File: src/hdl/rcpc_pkg.sv
// constants and types shared by the reset-cause and power-on-clear block
package rcpc_pkg;
    // register addresses
    localparam logic [15:0] CAUSE_ADDR = 16'hffac;
    localparam logic [15:0] LV_CTL_ADDR = 16'hffbe;
    localparam logic [15:0] LV_LVL_ADDR = 16'hffbf;
    // reset cause register fields
    localparam int WDT_FLAG_BIT = 4;
    localparam int LV_FLAG_BIT = 0;
    localparam logic [7:0] CAUSE_USED_MASK = 8'h11;
    localparam logic [7:0] CAUSE_RESET = 8'h00;
    // low-voltage control register fields
    localparam int LV_ON_BIT = 7;
    localparam int LV_SEL_BIT = 2;
    localparam int LV_MODE_BIT = 1;
    localparam int LV_DET_BIT = 0;
    localparam logic [7:0] LV_CTL_WMASK = 8'h86;
    localparam logic [7:0] LV_CTL_RESET = 8'h00;
    localparam logic [3:0] LV_LVL_RESET = 4'h0;
    localparam logic [7:0] UNMAPPED_DATA = 8'h00;
    // timing
    localparam int CLK_KHZ = 10_000;
    localparam int STAB_WAIT_US = 5390;
    localparam int PROC_MIN_US = 19;
    localparam int TMR_W = 16;
    // longest time: round down
    localparam int STAB_WAIT_CYC = (STAB_WAIT_US * CLK_KHZ) / 1000;
    // least time: round up
    localparam int PROC_CYC = (PROC_MIN_US * CLK_KHZ + 999) / 1000;
    // third edge: the second synchroniser stage holds the option only then
    localparam logic [1:0] STRAP_TAKE_CNT = 2'h3;
    // reset sequencer states
    typedef enum logic [1:0]
    {
        ST_HOLD = 2'b00,
        ST_STAB = 2'b01,
        ST_PROC = 2'b10,
        ST_RUN = 2'b11
    } rcpc_state_t;
endpackage

File: src/hdl/rcpc_tmr_if.sv
// carrier between the sequencer and its wait timer
interface rcpc_tmr_if #(parameter int W = 16);
    logic start;
    logic [W-1:0] load;
    logic done;
    modport ctl (output start, output load, input done);
    modport tmr (input start, input load, output done);
endinterface

File: src/hdl/rcpc_top.sv
// reset cause bookkeeping and power-on-clear sequencing
// Rules from the document
// watchdog flag: set, held, or cleared by source
// low-voltage flag: set, held, or cleared by source
// cause register zeroed by pin, power-on, read
// low-voltage registers survive only low-voltage reset
// software reads cause register as whole byte
// internal resets leave other state untouched
// low mode: hold until above detect level
// high mode: release only above release level
// below detect level always asserts reset
// high mode adds stabilization wait, then processing
// software arms low-voltage detector after release
// software sets pins and pull-downs after release
// reset pin held low until supply good
// software waits out supply fluctuation by timer
// extended register transfer may break on reset
// unused cause bits read zero, ignore writes
module rcpc_top #(
    parameter logic [15:0] STAB_CYCLES = 16'(rcpc_pkg::STAB_WAIT_CYC)
) (
    // clock and reset
    input wire logic clk_sys_in,
    input wire logic nrst_in,
    // reset sources and comparators, asynchronous
    input wire logic ext_reset_pin_n_in,
    input wire logic supply_below_detect_in,
    input wire logic supply_above_release_in,
    input wire logic lowvolt_reset_req_in,
    input wire logic lowvolt_det_flag_in,
    input wire logic poweron_threshold_select_in,
    // reset source on the system clock
    input wire logic watchdog_reset_req_in,
    // register port
    input wire logic [15:0] addr_in,
    input wire logic rd_in,
    input wire logic wr_in,
    input wire logic [7:0] wdata_in,
    output logic [7:0] rdata_out,
    // results
    output logic internal_reset_out,
    output logic [7:0] lowvolt_control_out,
    output logic [3:0] lowvolt_level_out
);
    // two-stage synchronisers: stage 1 feeds stage 2 only
    logic [5:0] sync1_q;
    logic [5:0] sync2_q;
    logic [5:0] async_in;
    assign async_in = {poweron_threshold_select_in, lowvolt_det_flag_in, lowvolt_reset_req_in,
                       supply_above_release_in, supply_below_detect_in, ~ext_reset_pin_n_in};

    always_ff @(posedge clk_sys_in or negedge nrst_in)
    begin
        if (!nrst_in)
        begin
            sync1_q <= 6'h00;
            sync2_q <= 6'h00;
        end
        else
        begin
            sync1_q <= async_in;
            sync2_q <= sync1_q;
        end
    end

    logic ext_low;
    logic poc_low;
    logic rel_ok;
    logic lvi_req;
    logic lv_det;
    logic strap;
    assign ext_low = sync2_q[0];
    assign poc_low = sync2_q[1];
    assign rel_ok = sync2_q[2];
    assign lvi_req = sync2_q[3];
    assign lv_det = sync2_q[4];
    assign strap = sync2_q[5];

    // threshold option caught once, after the synchroniser has filled
    logic [1:0] strap_cnt_q;
    logic mode_q;
    always_ff @(posedge clk_sys_in or negedge nrst_in)
    begin
        if (!nrst_in)
        begin
            strap_cnt_q <= 2'h0;
            mode_q <= 1'b0;
        end
        else if (strap_cnt_q != rcpc_pkg::STRAP_TAKE_CNT)
        begin
            strap_cnt_q <= strap_cnt_q + 2'h1;
            if (strap_cnt_q + 2'h1 == rcpc_pkg::STRAP_TAKE_CNT)
                mode_q <= strap;
        end
    end

    // edge events of each source
    logic [3:0] src_prev_q;
    logic wdt_prev_q;
    logic ext_ev;
    logic poc_ev;
    logic lvi_ev;
    logic wdt_ev;
    logic clear_ev;
    assign ext_ev = ext_low & ~src_prev_q[0];
    assign poc_ev = poc_low & ~src_prev_q[1];
    assign lvi_ev = lvi_req & ~src_prev_q[3];
    assign wdt_ev = watchdog_reset_req_in & ~wdt_prev_q;
    assign clear_ev = ext_ev | poc_ev;

    always_ff @(posedge clk_sys_in or negedge nrst_in)
    begin
        if (!nrst_in)
        begin
            src_prev_q <= 4'h0;
            wdt_prev_q <= 1'b0;
        end
        else
        begin
            src_prev_q <= sync2_q[3:0];
            wdt_prev_q <= watchdog_reset_req_in;
        end
    end

    // power-on latch: from power application until the release level is seen
    logic poc_latch_q;
    logic poc_active;
    // release above high level
    assign poc_active = mode_q ? (poc_latch_q | poc_low) : poc_low;
    always_ff @(posedge clk_sys_in or negedge nrst_in)
    begin
        if (!nrst_in)
            poc_latch_q <= 1'b1;
        else if (poc_low)
            poc_latch_q <= 1'b1;
        else if (rel_ok)
            poc_latch_q <= 1'b0;
    end

    // sequencer
    rcpc_pkg::rcpc_state_t state_q;
    rcpc_pkg::rcpc_state_t state_d;
    logic stab_need_q;
    logic any_src;
    rcpc_tmr_if #(.W(rcpc_pkg::TMR_W)) tif ();

    // hold while below detect level
    assign any_src = ext_low | poc_active | watchdog_reset_req_in | lvi_req;

    always_comb
    begin
        state_d = state_q;
        case (state_q)
            rcpc_pkg::ST_HOLD:
                if (!any_src)
                    state_d = (mode_q && stab_need_q) ? rcpc_pkg::ST_STAB : rcpc_pkg::ST_PROC;
            // stabilization wait
            rcpc_pkg::ST_STAB:
                if (any_src)
                    state_d = rcpc_pkg::ST_HOLD;
                else if (tif.done)
                    state_d = rcpc_pkg::ST_PROC;
            rcpc_pkg::ST_PROC:
                if (any_src)
                    state_d = rcpc_pkg::ST_HOLD;
                else if (tif.done)
                    state_d = rcpc_pkg::ST_RUN;
            rcpc_pkg::ST_RUN:
                if (any_src)
                    state_d = rcpc_pkg::ST_HOLD;
            default:
                state_d = rcpc_pkg::ST_HOLD;
        endcase
    end

    assign tif.start = (state_d != state_q) &&
                       (state_d == rcpc_pkg::ST_STAB || state_d == rcpc_pkg::ST_PROC);
    assign tif.load = (state_d == rcpc_pkg::ST_STAB) ? STAB_CYCLES : 16'(rcpc_pkg::PROC_CYC);

    rcpc_timer #(.W(rcpc_pkg::TMR_W)) u_timer (
        .clk_sys_in(clk_sys_in),
        .nrst_in(nrst_in),
        .tif(tif)
    );

    // the wait applies only when a power-on reset was part of this hold
    always_ff @(posedge clk_sys_in or negedge nrst_in)
    begin
        if (!nrst_in)
        begin
            state_q <= rcpc_pkg::ST_HOLD;
            stab_need_q <= 1'b1;
            internal_reset_out <= 1'b1;
        end
        else
        begin
            state_q <= state_d;
            internal_reset_out <= (state_d != rcpc_pkg::ST_RUN);
            if (poc_active)
                stab_need_q <= 1'b1;
            else if (state_q == rcpc_pkg::ST_HOLD && state_d != rcpc_pkg::ST_HOLD)
                stab_need_q <= 1'b0;
        end
    end

    // register decode
    logic rd_cause;
    logic wr_lvctl;
    logic wr_lvlvl;
    logic [7:0] cause_q;
    logic [7:0] cause_d;
    logic [7:0] lvctl_view;
    logic [7:0] rd_mux;
    assign rd_cause = rd_in && (addr_in == rcpc_pkg::CAUSE_ADDR);
    assign wr_lvctl = wr_in && (addr_in == rcpc_pkg::LV_CTL_ADDR);
    assign wr_lvlvl = wr_in && (addr_in == rcpc_pkg::LV_LVL_ADDR);
    assign lvctl_view = (lowvolt_control_out & rcpc_pkg::LV_CTL_WMASK) |
                        {7'h00, lv_det};
    assign rd_mux = (addr_in == rcpc_pkg::CAUSE_ADDR) ? cause_q :
                    (addr_in == rcpc_pkg::LV_CTL_ADDR) ? lvctl_view :
                    (addr_in == rcpc_pkg::LV_LVL_ADDR) ? {4'h0, lowvolt_level_out} :
                    rcpc_pkg::UNMAPPED_DATA;

    // cause flag update
    // a hardware event in the cycle of a read survives the read clear
    always_comb
    begin
        cause_d = cause_q;
        if (rd_cause)
            cause_d = rcpc_pkg::CAUSE_RESET;
        if (wdt_ev)
            cause_d[rcpc_pkg::WDT_FLAG_BIT] = 1'b1;
        if (lvi_ev)
            cause_d[rcpc_pkg::LV_FLAG_BIT] = 1'b1;
        if (clear_ev)
            cause_d = rcpc_pkg::CAUSE_RESET;
        // unused bits forced to zero
        cause_d = cause_d & rcpc_pkg::CAUSE_USED_MASK;
    end

    // only the reset sources above and register reads touch these registers
    always_ff @(posedge clk_sys_in or negedge nrst_in)
    begin
        if (!nrst_in)
        begin
            cause_q <= rcpc_pkg::CAUSE_RESET;
            rdata_out <= rcpc_pkg::UNMAPPED_DATA;
        end
        else
        begin
            cause_q <= cause_d;
            if (rd_in)
                rdata_out <= rd_mux;
        end
    end

    // low-voltage registers kept over low-voltage reset
    always_ff @(posedge clk_sys_in or negedge nrst_in)
    begin
        if (!nrst_in)
        begin
            lowvolt_control_out <= rcpc_pkg::LV_CTL_RESET;
            lowvolt_level_out <= rcpc_pkg::LV_LVL_RESET;
        end
        else if (clear_ev || wdt_ev)
        begin
            lowvolt_control_out <= rcpc_pkg::LV_CTL_RESET;
            lowvolt_level_out <= rcpc_pkg::LV_LVL_RESET;
        end
        else
        begin
            if (wr_lvctl)
                lowvolt_control_out <= wdata_in & rcpc_pkg::LV_CTL_WMASK;
            if (wr_lvlvl)
                lowvolt_level_out <= wdata_in[3:0];
        end
    end

    // checking helpers: cycles spent in the current state
    logic [15:0] st_cnt_q;
    always_ff @(posedge clk_sys_in or negedge nrst_in)
    begin
        if (!nrst_in)
            st_cnt_q <= 16'h0000;
        else if (state_d != state_q)
            st_cnt_q <= 16'h0000;
        else
            st_cnt_q <= st_cnt_q + 16'h0001;
    end
endmodule

File: src/hdl/rcpc_timer.sv
// down-counting wait timer, done high in the last cycle of the wait
module rcpc_timer #(
    parameter int W = 16
) (
    // clock and reset
    input wire logic clk_sys_in,
    input wire logic nrst_in,
    // control
    rcpc_tmr_if.tmr tif
);
    logic [W-1:0] count_q;
    logic [W-1:0] count_d;
    logic [W-1:0] load_eff;

    // a zero load would never finish; one cycle is the floor
    assign load_eff = (tif.load == '0) ? W'(1) : tif.load;
    assign count_d = tif.start ? load_eff : ((count_q != '0) ? count_q - W'(1) : count_q);
    assign tif.done = (count_q == W'(1));

    always_ff @(posedge clk_sys_in or negedge nrst_in)
    begin
        if (!nrst_in)
            count_q <= '0;
        else
            count_q <= count_d;
    end
endmodule

File: config.mk
export PLATFORM = sky130hd
export DESIGN_NAME = rcpc_top
export DESIGN_NICKNAME = d
export VERILOG_FILES = /design/src/hdl/rcpc_pkg.sv /design/src/hdl/rcpc_tmr_if.sv /design/src/hdl/rcpc_top.sv /design/src/hdl/rcpc_timer.sv
export SDC_FILE = /design/constraint.sdc
export NUM_CORES = 1
export LEC_CHECK = 0
export BUFFER_PORTS_ARGS = -buffer_cell sky130_fd_sc_hd__clkbuf_2
export CAP_MARGIN = 5
export CORE_UTILIZATION = 50
export CTS_CLUSTER_SIZE = 10
export DETAILED_ROUTE_END_ITERATION = 8
export GPL_ROUTABILITY_DRIVEN = 0
export MAX_ROUTING_LAYER = met4
export PLACE_DENSITY = 0.76
export SLEW_MARGIN = 30
export SYNTH_ARGS = -nofsm -noshare
export SYNTH_HDL_FRONTEND = slang
export SYNTH_SLANG_ARGS = --single-unit
export TNS_END_PERCENT = 30
File: constraint.sdc
create_clock -name clk_sys_in -period 3.3 [get_ports clk_sys_in]
set_clock_uncertainty 0.1 [all_clocks]
set_input_delay 0.165 -clock clk_sys_in [delete_from_list [all_inputs] [get_ports clk_sys_in]]
set_output_delay 0.165 -clock clk_sys_in [all_outputs]
set_load 0.02 [all_outputs]
==> results of run 1 <==
per-layer routing:
metal / wire [um] / up-vias
met3: 265 / 6
met4: 78 / 0
met2: 2140 / 64
met1: 2020 / 887
li1: - / 912
met5: 0 / -
flip-flops by register name, indices dropped and copies added (netlist names), 2 cells and up:
register             flops
u_timer.count_q         16
rdata_out                6
sync1_q                  6
sync2_q                  6
lowvolt_level_out        4
lowvolt_control_out      3
src_prev_q               3
cause_q                  2
state_q                  2
strap_cnt_q              2
synthesized netlist by cell type, types with 2 or more instances:
| cell | count | area [um2] |
|---|---|---|
| inv_1 | 17 | 63.8 |
| or4_1 | 2 | 15.0 |
| dfstp_2 | 3 | 78.8 |
| or4_4 | 2 | 22.5 |
| nor3_1 | 3 | 15.0 |
| xnor2_1 | 8 | 70.1 |
| nor4b_1 | 2 | 17.5 |
| xor2_1 | 5 | 43.8 |
| mux2i_1 | 10 | 100 |
| nand4_1 | 2 | 12.5 |
| nand2b_1 | 4 | 25.0 |
| nand3_1 | 12 | 60.1 |
| buf_4 | 10 | 75.1 |
| clkbuf_1 | 3 | 11.3 |
| ha_1 | 8 | 100 |
| nand3b_1 | 2 | 15.0 |
| o22ai_1 | 5 | 31.3 |
| nor4_1 | 5 | 31.3 |
| o21ai_0 | 11 | 55.1 |
| nand2_1 | 13 | 48.8 |
| dfrtp_1 | 52 | 1300 |
| nor2b_1 | 2 | 12.5 |
| nor2_1 | 24 | 90.1 |
| nand4b_1 | 3 | 26.3 |
| a21oi_1 | 6 | 30.0 |
cells by family after synthesis:
| logic type | count (synthesis) |
|---|---|
| fa+ha+maj | 8 |
| simple gates | 83 |
| compound gates | 35 |
| mux | 11 |
| other cells | 1 |
| buf+inv | 32 |
| flops | 55 |
| xor+xnor | 13 |
metrics by stage:
step / utilization / worst slack [ns]
5_1_grt: 0.620 / 0.0638
3_3_place_gp: 0.579 / 0.450
2_1_floorplan: - / 0.453
3_5_place_dp: 0.585 / 0.355
6_report: 0.620 / 0.363
4_1_cts: 0.620 / 0.337
area by class of cell:
| class | instances | share of cell area |
|---|---|---|
| sequential | 55 | 0.462 |
| clock inverter | 3 | 0.00628 |
| tap | 67 | 0.0281 |
| timing repair buffer | 57 | 0.119 |
| inverter | 17 | 0.0214 |
| clock buffer | 5 | 0.0230 |
| multi-input combinational | 157 | 0.340 |
worst max-delay path by stage:
| stage | end | cells past startpoint |
|---|---|---|
| 2_1_floorplan | u_timer.count_q[1] | 11 |
| 3_3_place_gp | u_timer.count_q[14] | 12 |
| 3_5_place_dp | u_timer.count_q[14] | 12 |
| 4_1_cts | u_timer.count_q[12] | 12 |
| 5_1_grt | u_timer.count_q[12] | 12 |
| 6_report | u_timer.count_q[12] | 12 |
power groups by stage:
stage,Combinational (mW),Sequential [mW],Clock (mW)
6_report,0.287,0.830,0.366
5_1_grt,0.325,0.843,0.407
4_1_cts,0.289,0.828,0.382
3_5_place_dp,0.280,0.841,0
3_3_place_gp,0.266,0.839,0
2_1_floorplan,0.207,0.823,0
worst max-delay path, delay by kind of cell (launching register included):
family / cells / cell delay [ns]
buffers and inverters: 1 / 0.10
AO/OA/AOI/OAI: 5 / 0.84
AND/OR/NAND/NOR: 4 / 0.92
adder cells (fa/ha/maj): 2 / 0.45
flip-flops: 1 / 0.40
==> flow_metrics.env, run 1 <==
export IMPL_die_h_um=73.3
export IMPL_cts_hold_buf=8
export IMPL_cts_max_level=2
export IMPL_worstSkewPairLatency_ns=0.31
export IMPL_gr_usage_met2=0.324
export IMPL_dp_hpwl_um=3300
export IMPL_worst_path_max_fanout=7
export IMPL_maxCapViolations=0
export IMPL_worstPathRequired_ns=3.39
export IMPL_dieArea_um2=5370
export IMPL_via_count=1869
export IMPL_synth_top_family_by_area="simple AND/OR/NAND/NOR gates"
export IMPL_initial_core_util=0.527
export IMPL_worstHoldEndpoint="lowvolt_control_out[7]"
export IMPL_grt_max_degree=25
export IMPL_async_flop_share=1.00
export IMPL_r2r_setup_slack_ns=0.36
export IMPL_tightest_slew_ns=0.704
export IMPL_core_area_um2=4820
export IMPL_cts_root_buf="clkbuf_8"
export IMPL_fin_crit_sh=0.890
export IMPL_antenna_found_initial=0
export IMPL_cpPeakStageDelay_ns=0.40
export IMPL_clock_path_buffers=2
export IMPL_tritoncts="done"
export IMPL_fin_tns_setup_ns=0
export IMPL_hold_class="input pin to register"
export IMPL_end_kind="register"
export IMPL_clkPwrFrac=0.247
export IMPL_grt_pass1_vias=1725
export IMPL_rsz0062_at_grt="false"
export IMPL_grt_pass1_wl_um=7570
export IMPL_slew_violations=0
export IMPL_whs_path_depth=3
export IMPL_fp_dieW_um=73.3
export IMPL_status="complete, no violations"
export IMPL_whs_ns=0.0121
export IMPL_area_growth_pct=17.6
export IMPL_grt_busiest_layer="met2"
export IMPL_ant_nets=0
export IMPL_port_buffers=45
export IMPL_post_cts_setup_buffers=0
export IMPL_vias_per_cell=5.18
export IMPL_reg2regPathDepth=12
export IMPL_hold_viol_final=0
export IMPL_reg2reg_from="u_timer.count_q[1]"
export IMPL_grt_usage=0.195
export IMPL_multi_input_area_um2=1020
export IMPL_path_cells="inv_1 > ha_1 > nor4b_1 > and4_1 > nand2b_1 > o21a_1 > o21bai_1 > ha_1 > a41oi_1 > o211ai_1 > nand2_1 > o21ai_0"
export IMPL_synth_compound_area_frac=0.0867
export IMPL_placed_area_um2=2820
export IMPL_power_frac_comb=0.194
export IMPL_n_fill_cell=420
export IMPL_cts_resized_gates=0
export IMPL_layout_commonest_cell="dfrtp_1"
export IMPL_cts_buffers=5
export IMPL_ys_warn_count=0
export IMPL_synth_simple_area_share=0.175
export IMPL_cp_data_arrival_time_ns=3.03
export IMPL_critPathLaunchType="register"
export IMPL_p_total_mw=1.48
export IMPL_slowest_stage="dfrtp_1"
export IMPL_r2r_end="u_timer.count_q[12]"
export IMPL_ir_worst_vdd_v=0.000371
export IMPL_dr_pass1_iters=4
export IMPL_powerDensity_nw_per_um2=496
export IMPL_synth_adder_area_share=0.0394
export IMPL_clkTransAtPathRegs_ns=0.09
export IMPL_rows=25
export IMPL_syn_avg_cell_area_um2=10.7
export IMPL_synth_distinct_cells=49
export IMPL_switching_share=0.300
export IMPL_drive_gt1_frac=0.224
export IMPL_overflow=0
export IMPL_stdcell_count=361
export IMPL_synthCells=238
export IMPL_drtIter0Drc=57
export IMPL_synth_edf_count=0
export IMPL_path_common_cell="ha_1"
export IMPL_p_leak_nw=1.45
export IMPL_slew_headroom=0.526
export IMPL_seqCellArea_um2=1380
export IMPL_clock_sinks=55
export IMPL_synth_seq_cells=55
export IMPL_antenna_cells=0
export IMPL_synth_ff_type="dfrtp_1"
export IMPL_setup_viol=0
export IMPL_pin_count=56
export IMPL_power_switching_mw=0.445
export IMPL_drc=0
export IMPL_p_int_mw=1.04
export IMPL_synthMuxAreaShare=0.0439
export IMPL_period_needed_ns=2.94
export IMPL_stdcell_area_um2=2990
export IMPL_startpoint="u_timer.count_q[1]"
export IMPL_layout_nets=336
export IMPL_path_class="register to register"
export IMPL_wirelength_um=4510
export IMPL_syn_cell_area_um2=2540
export IMPL_hold_start="wdata_in[7]"
export IMPL_wire_per_inst_um=12.5
export IMPL_max_freq_mhz=340
export IMPL_seq_power_share=0.560
export IMPL_final_cell_mix="dfrtp_1, clkbuf_2, nor2_1, inv_1, nand2_1"
export IMPL_grt_met1_usage=0.227
export IMPL_ys_seq_area_frac=0.544
export IMPL_synth_xor_area_frac=0.0448
export IMPL_grt_use_met3=0.0466
export IMPL_place_inst=345
No activity file was read; power rests on OpenSTA's default activity.
==> inputs of run 2 (changes only) <==
- MAX_ROUTING_LAYER: met4 -> not set
==> run 2 against run 1 <==
Non-clock buffer count unchanged. Final area unchanged. Combinational power about the same. Maximum frequency down 0.40%. Flip-flop and latch count unchanged. Die area unchanged. Highest routed layer unchanged. Critical endpoint unchanged. Critical path depth unchanged. Worst setup slack worse by 0.012 ns. Via count down 0.64%. Sequential share of layout area unchanged. Global-route usage down 0.57 points.
==> flow_metrics.env, run 2 (same netlist as run 1, synthesis figures left out) <==
export IMPL_cts_hold_buf=8
export IMPL_rsz0062_at_grt="false"
export IMPL_cpLargestDelayFamily="simple AND/OR/NAND/NOR gates"
export IMPL_drc=0
export IMPL_final_cell_mix="dfrtp_1, clkbuf_2, nor2_1, inv_1, nand2_1"
export IMPL_slew_headroom=0.531
export IMPL_top_register="u_timer.count_q"
export IMPL_core_area_um2=4820
export IMPL_layout_setup_ws_ns=0.351
export IMPL_initial_core_util=0.527
export IMPL_critPathBufInv=1
export IMPL_end_kind="register"
export IMPL_fin_tns_setup_ns=0
export IMPL_port_buffers=45
export IMPL_max_freq_mhz=339
export IMPL_grt_pass1_wl_um=7570
export IMPL_finish_utilization=0.620
export IMPL_fin_crit_sh=0.894
export IMPL_path_class="register to register"
export IMPL_wire_per_inst_um=12.5
export IMPL_clkTransAtPathRegs_ns=0.10
export IMPL_cts_resized_gates=0
export IMPL_overflow=0
export IMPL_wirelength_um=4510
export IMPL_stdcell_area_um2=2990
export IMPL_cts_buffers=5
export IMPL_tightest_slew_ns=0.697
export IMPL_ant_nets=0
export IMPL_die_h_um=73.3
export IMPL_post_cts_setup_buffers=0
export IMPL_placed_area_um2=2820
export IMPL_slowest_stage="dfrtp_1"
export IMPL_clock_path_buffers=2
export IMPL_antenna_found_initial=0
export IMPL_drive_gt1_frac=0.224
export IMPL_grt_max_degree=25
export IMPL_dieArea_um2=5370
export IMPL_vias_per_cell=5.14
export IMPL_dp_hpwl_um=3300
export IMPL_path_cells="inv_1 > ha_1 > nor4b_1 > and4_1 > nand2b_1 > o21a_1 > o21bai_1 > ha_1 > a41oi_1 > o211ai_1 > nand2_1 > o21ai_0"
export IMPL_clock_sinks=55
export IMPL_maxCapViolations=0
export IMPL_drtIter0Drc=52
export IMPL_path_common_cell="ha_1"
export IMPL_p_leak_nw=1.45
export IMPL_cp_data_arrival_time_ns=3.04
export IMPL_worstPathRequired_ns=3.39
export IMPL_stdcell_count=361
export IMPL_p_total_mw=1.48
export IMPL_dr_pass1_iters=4
export IMPL_period_needed_ns=2.95
export IMPL_cts_root_buf="clkbuf_8"
export IMPL_grt_usage=0.189
export IMPL_worstSkewPairLatency_ns=0.31
export IMPL_antenna_cells=0
export IMPL_rows=25
export IMPL_whs_ns=0.0124
export IMPL_hold_viol_final=0
export IMPL_layout_commonest_cell="dfrtp_1"
export IMPL_grt_pass1_vias=1725
export IMPL_powerDensity_nw_per_um2=496
export IMPL_ir_worst_vdd_v=0.000372
export IMPL_tritoncts="done"
export IMPL_worst_path_max_fanout=7
export IMPL_cts_max_level=2
export IMPL_status="complete, no violations"
export IMPL_layout_nets=336
export IMPL_slew_violations=0
export IMPL_fp_dieW_um=73.3
export IMPL_pin_count=56
export IMPL_hold_class="input pin to register"
export IMPL_place_inst=345
export IMPL_critPathLaunchType="register"
export IMPL_setup_viol=0
export IMPL_largest_reg_flops=16
export IMPL_n_fill_cell=420
export IMPL_area_growth_pct=17.6
export IMPL_place_ws_ns=0.355
export IMPL_via_count=1857
export IMPL_cpPeakStageDelay_ns=0.40
==> run 2: tightest hold or removal path, delay by kind of cell <==
| family | cells | cell delay, ns |
|---|---|---|
| and+or+nand+nor | 1 | 0.07 |
| buffers and inverters | 1 | 0.08 |
| muxes | 1 | 0.06 |
==> run 2: report_power, final <==
group / total, mW / switching, mW / internal, mW
combinational: 0.286 / 0.150 / 0.136
clock: 0.366 / 0.216 / 0.150
sequential: 0.829 / 0.0778 / 0.751
==> run 2: path summary, 6_finish.rpt <==
path	startpoint	slack, ns	endpoint	cells after the start
worst max-delay path	u_timer.count_q[1]	0.35	u_timer.count_q[12]	12
worst min-delay path	wdata_in[7]	0.01	lowvolt_control_out[7]	3
worst max register to register	u_timer.count_q[1]	0.35	u_timer.count_q[12]	12
worst min register to register	sync1_q[1]	0.25	sync2_q[1]	0
max in group asynchronous	nrst_in	1.94	stab_need_q	4
min in group asynchronous	nrst_in	0.32	lowvolt_level_out[0]	2
==> run 2: cell type report <==
type / instances / area, um2 / share of cell area
clock buffer: 5 / 68.8 / 0.0230
clock inverter: 3 / 18.8 / 0.00628
inverter: 17 / 63.8 / 0.0214
multi-input combinational: 157 / 1020 / 0.340
sequential: 55 / 1380 / 0.462
tap: 67 / 83.8 / 0.0281
timing repair buffer: 57 / 355 / 0.119
==> run 2: per-layer routing <==
| layer | up-vias | part of all wire | global-route usage |
|---|---|---|---|
| met5 | - | 0 | 0 |
| met4 | 0 | 0.017 | 0.0784 |
| met3 | 6 | 0.057 | 0.0466 |
| met2 | 56 | 0.48 | 0.324 |
| met1 | 881 | 0.45 | 0.227 |
| li1 | 914 | - | - |
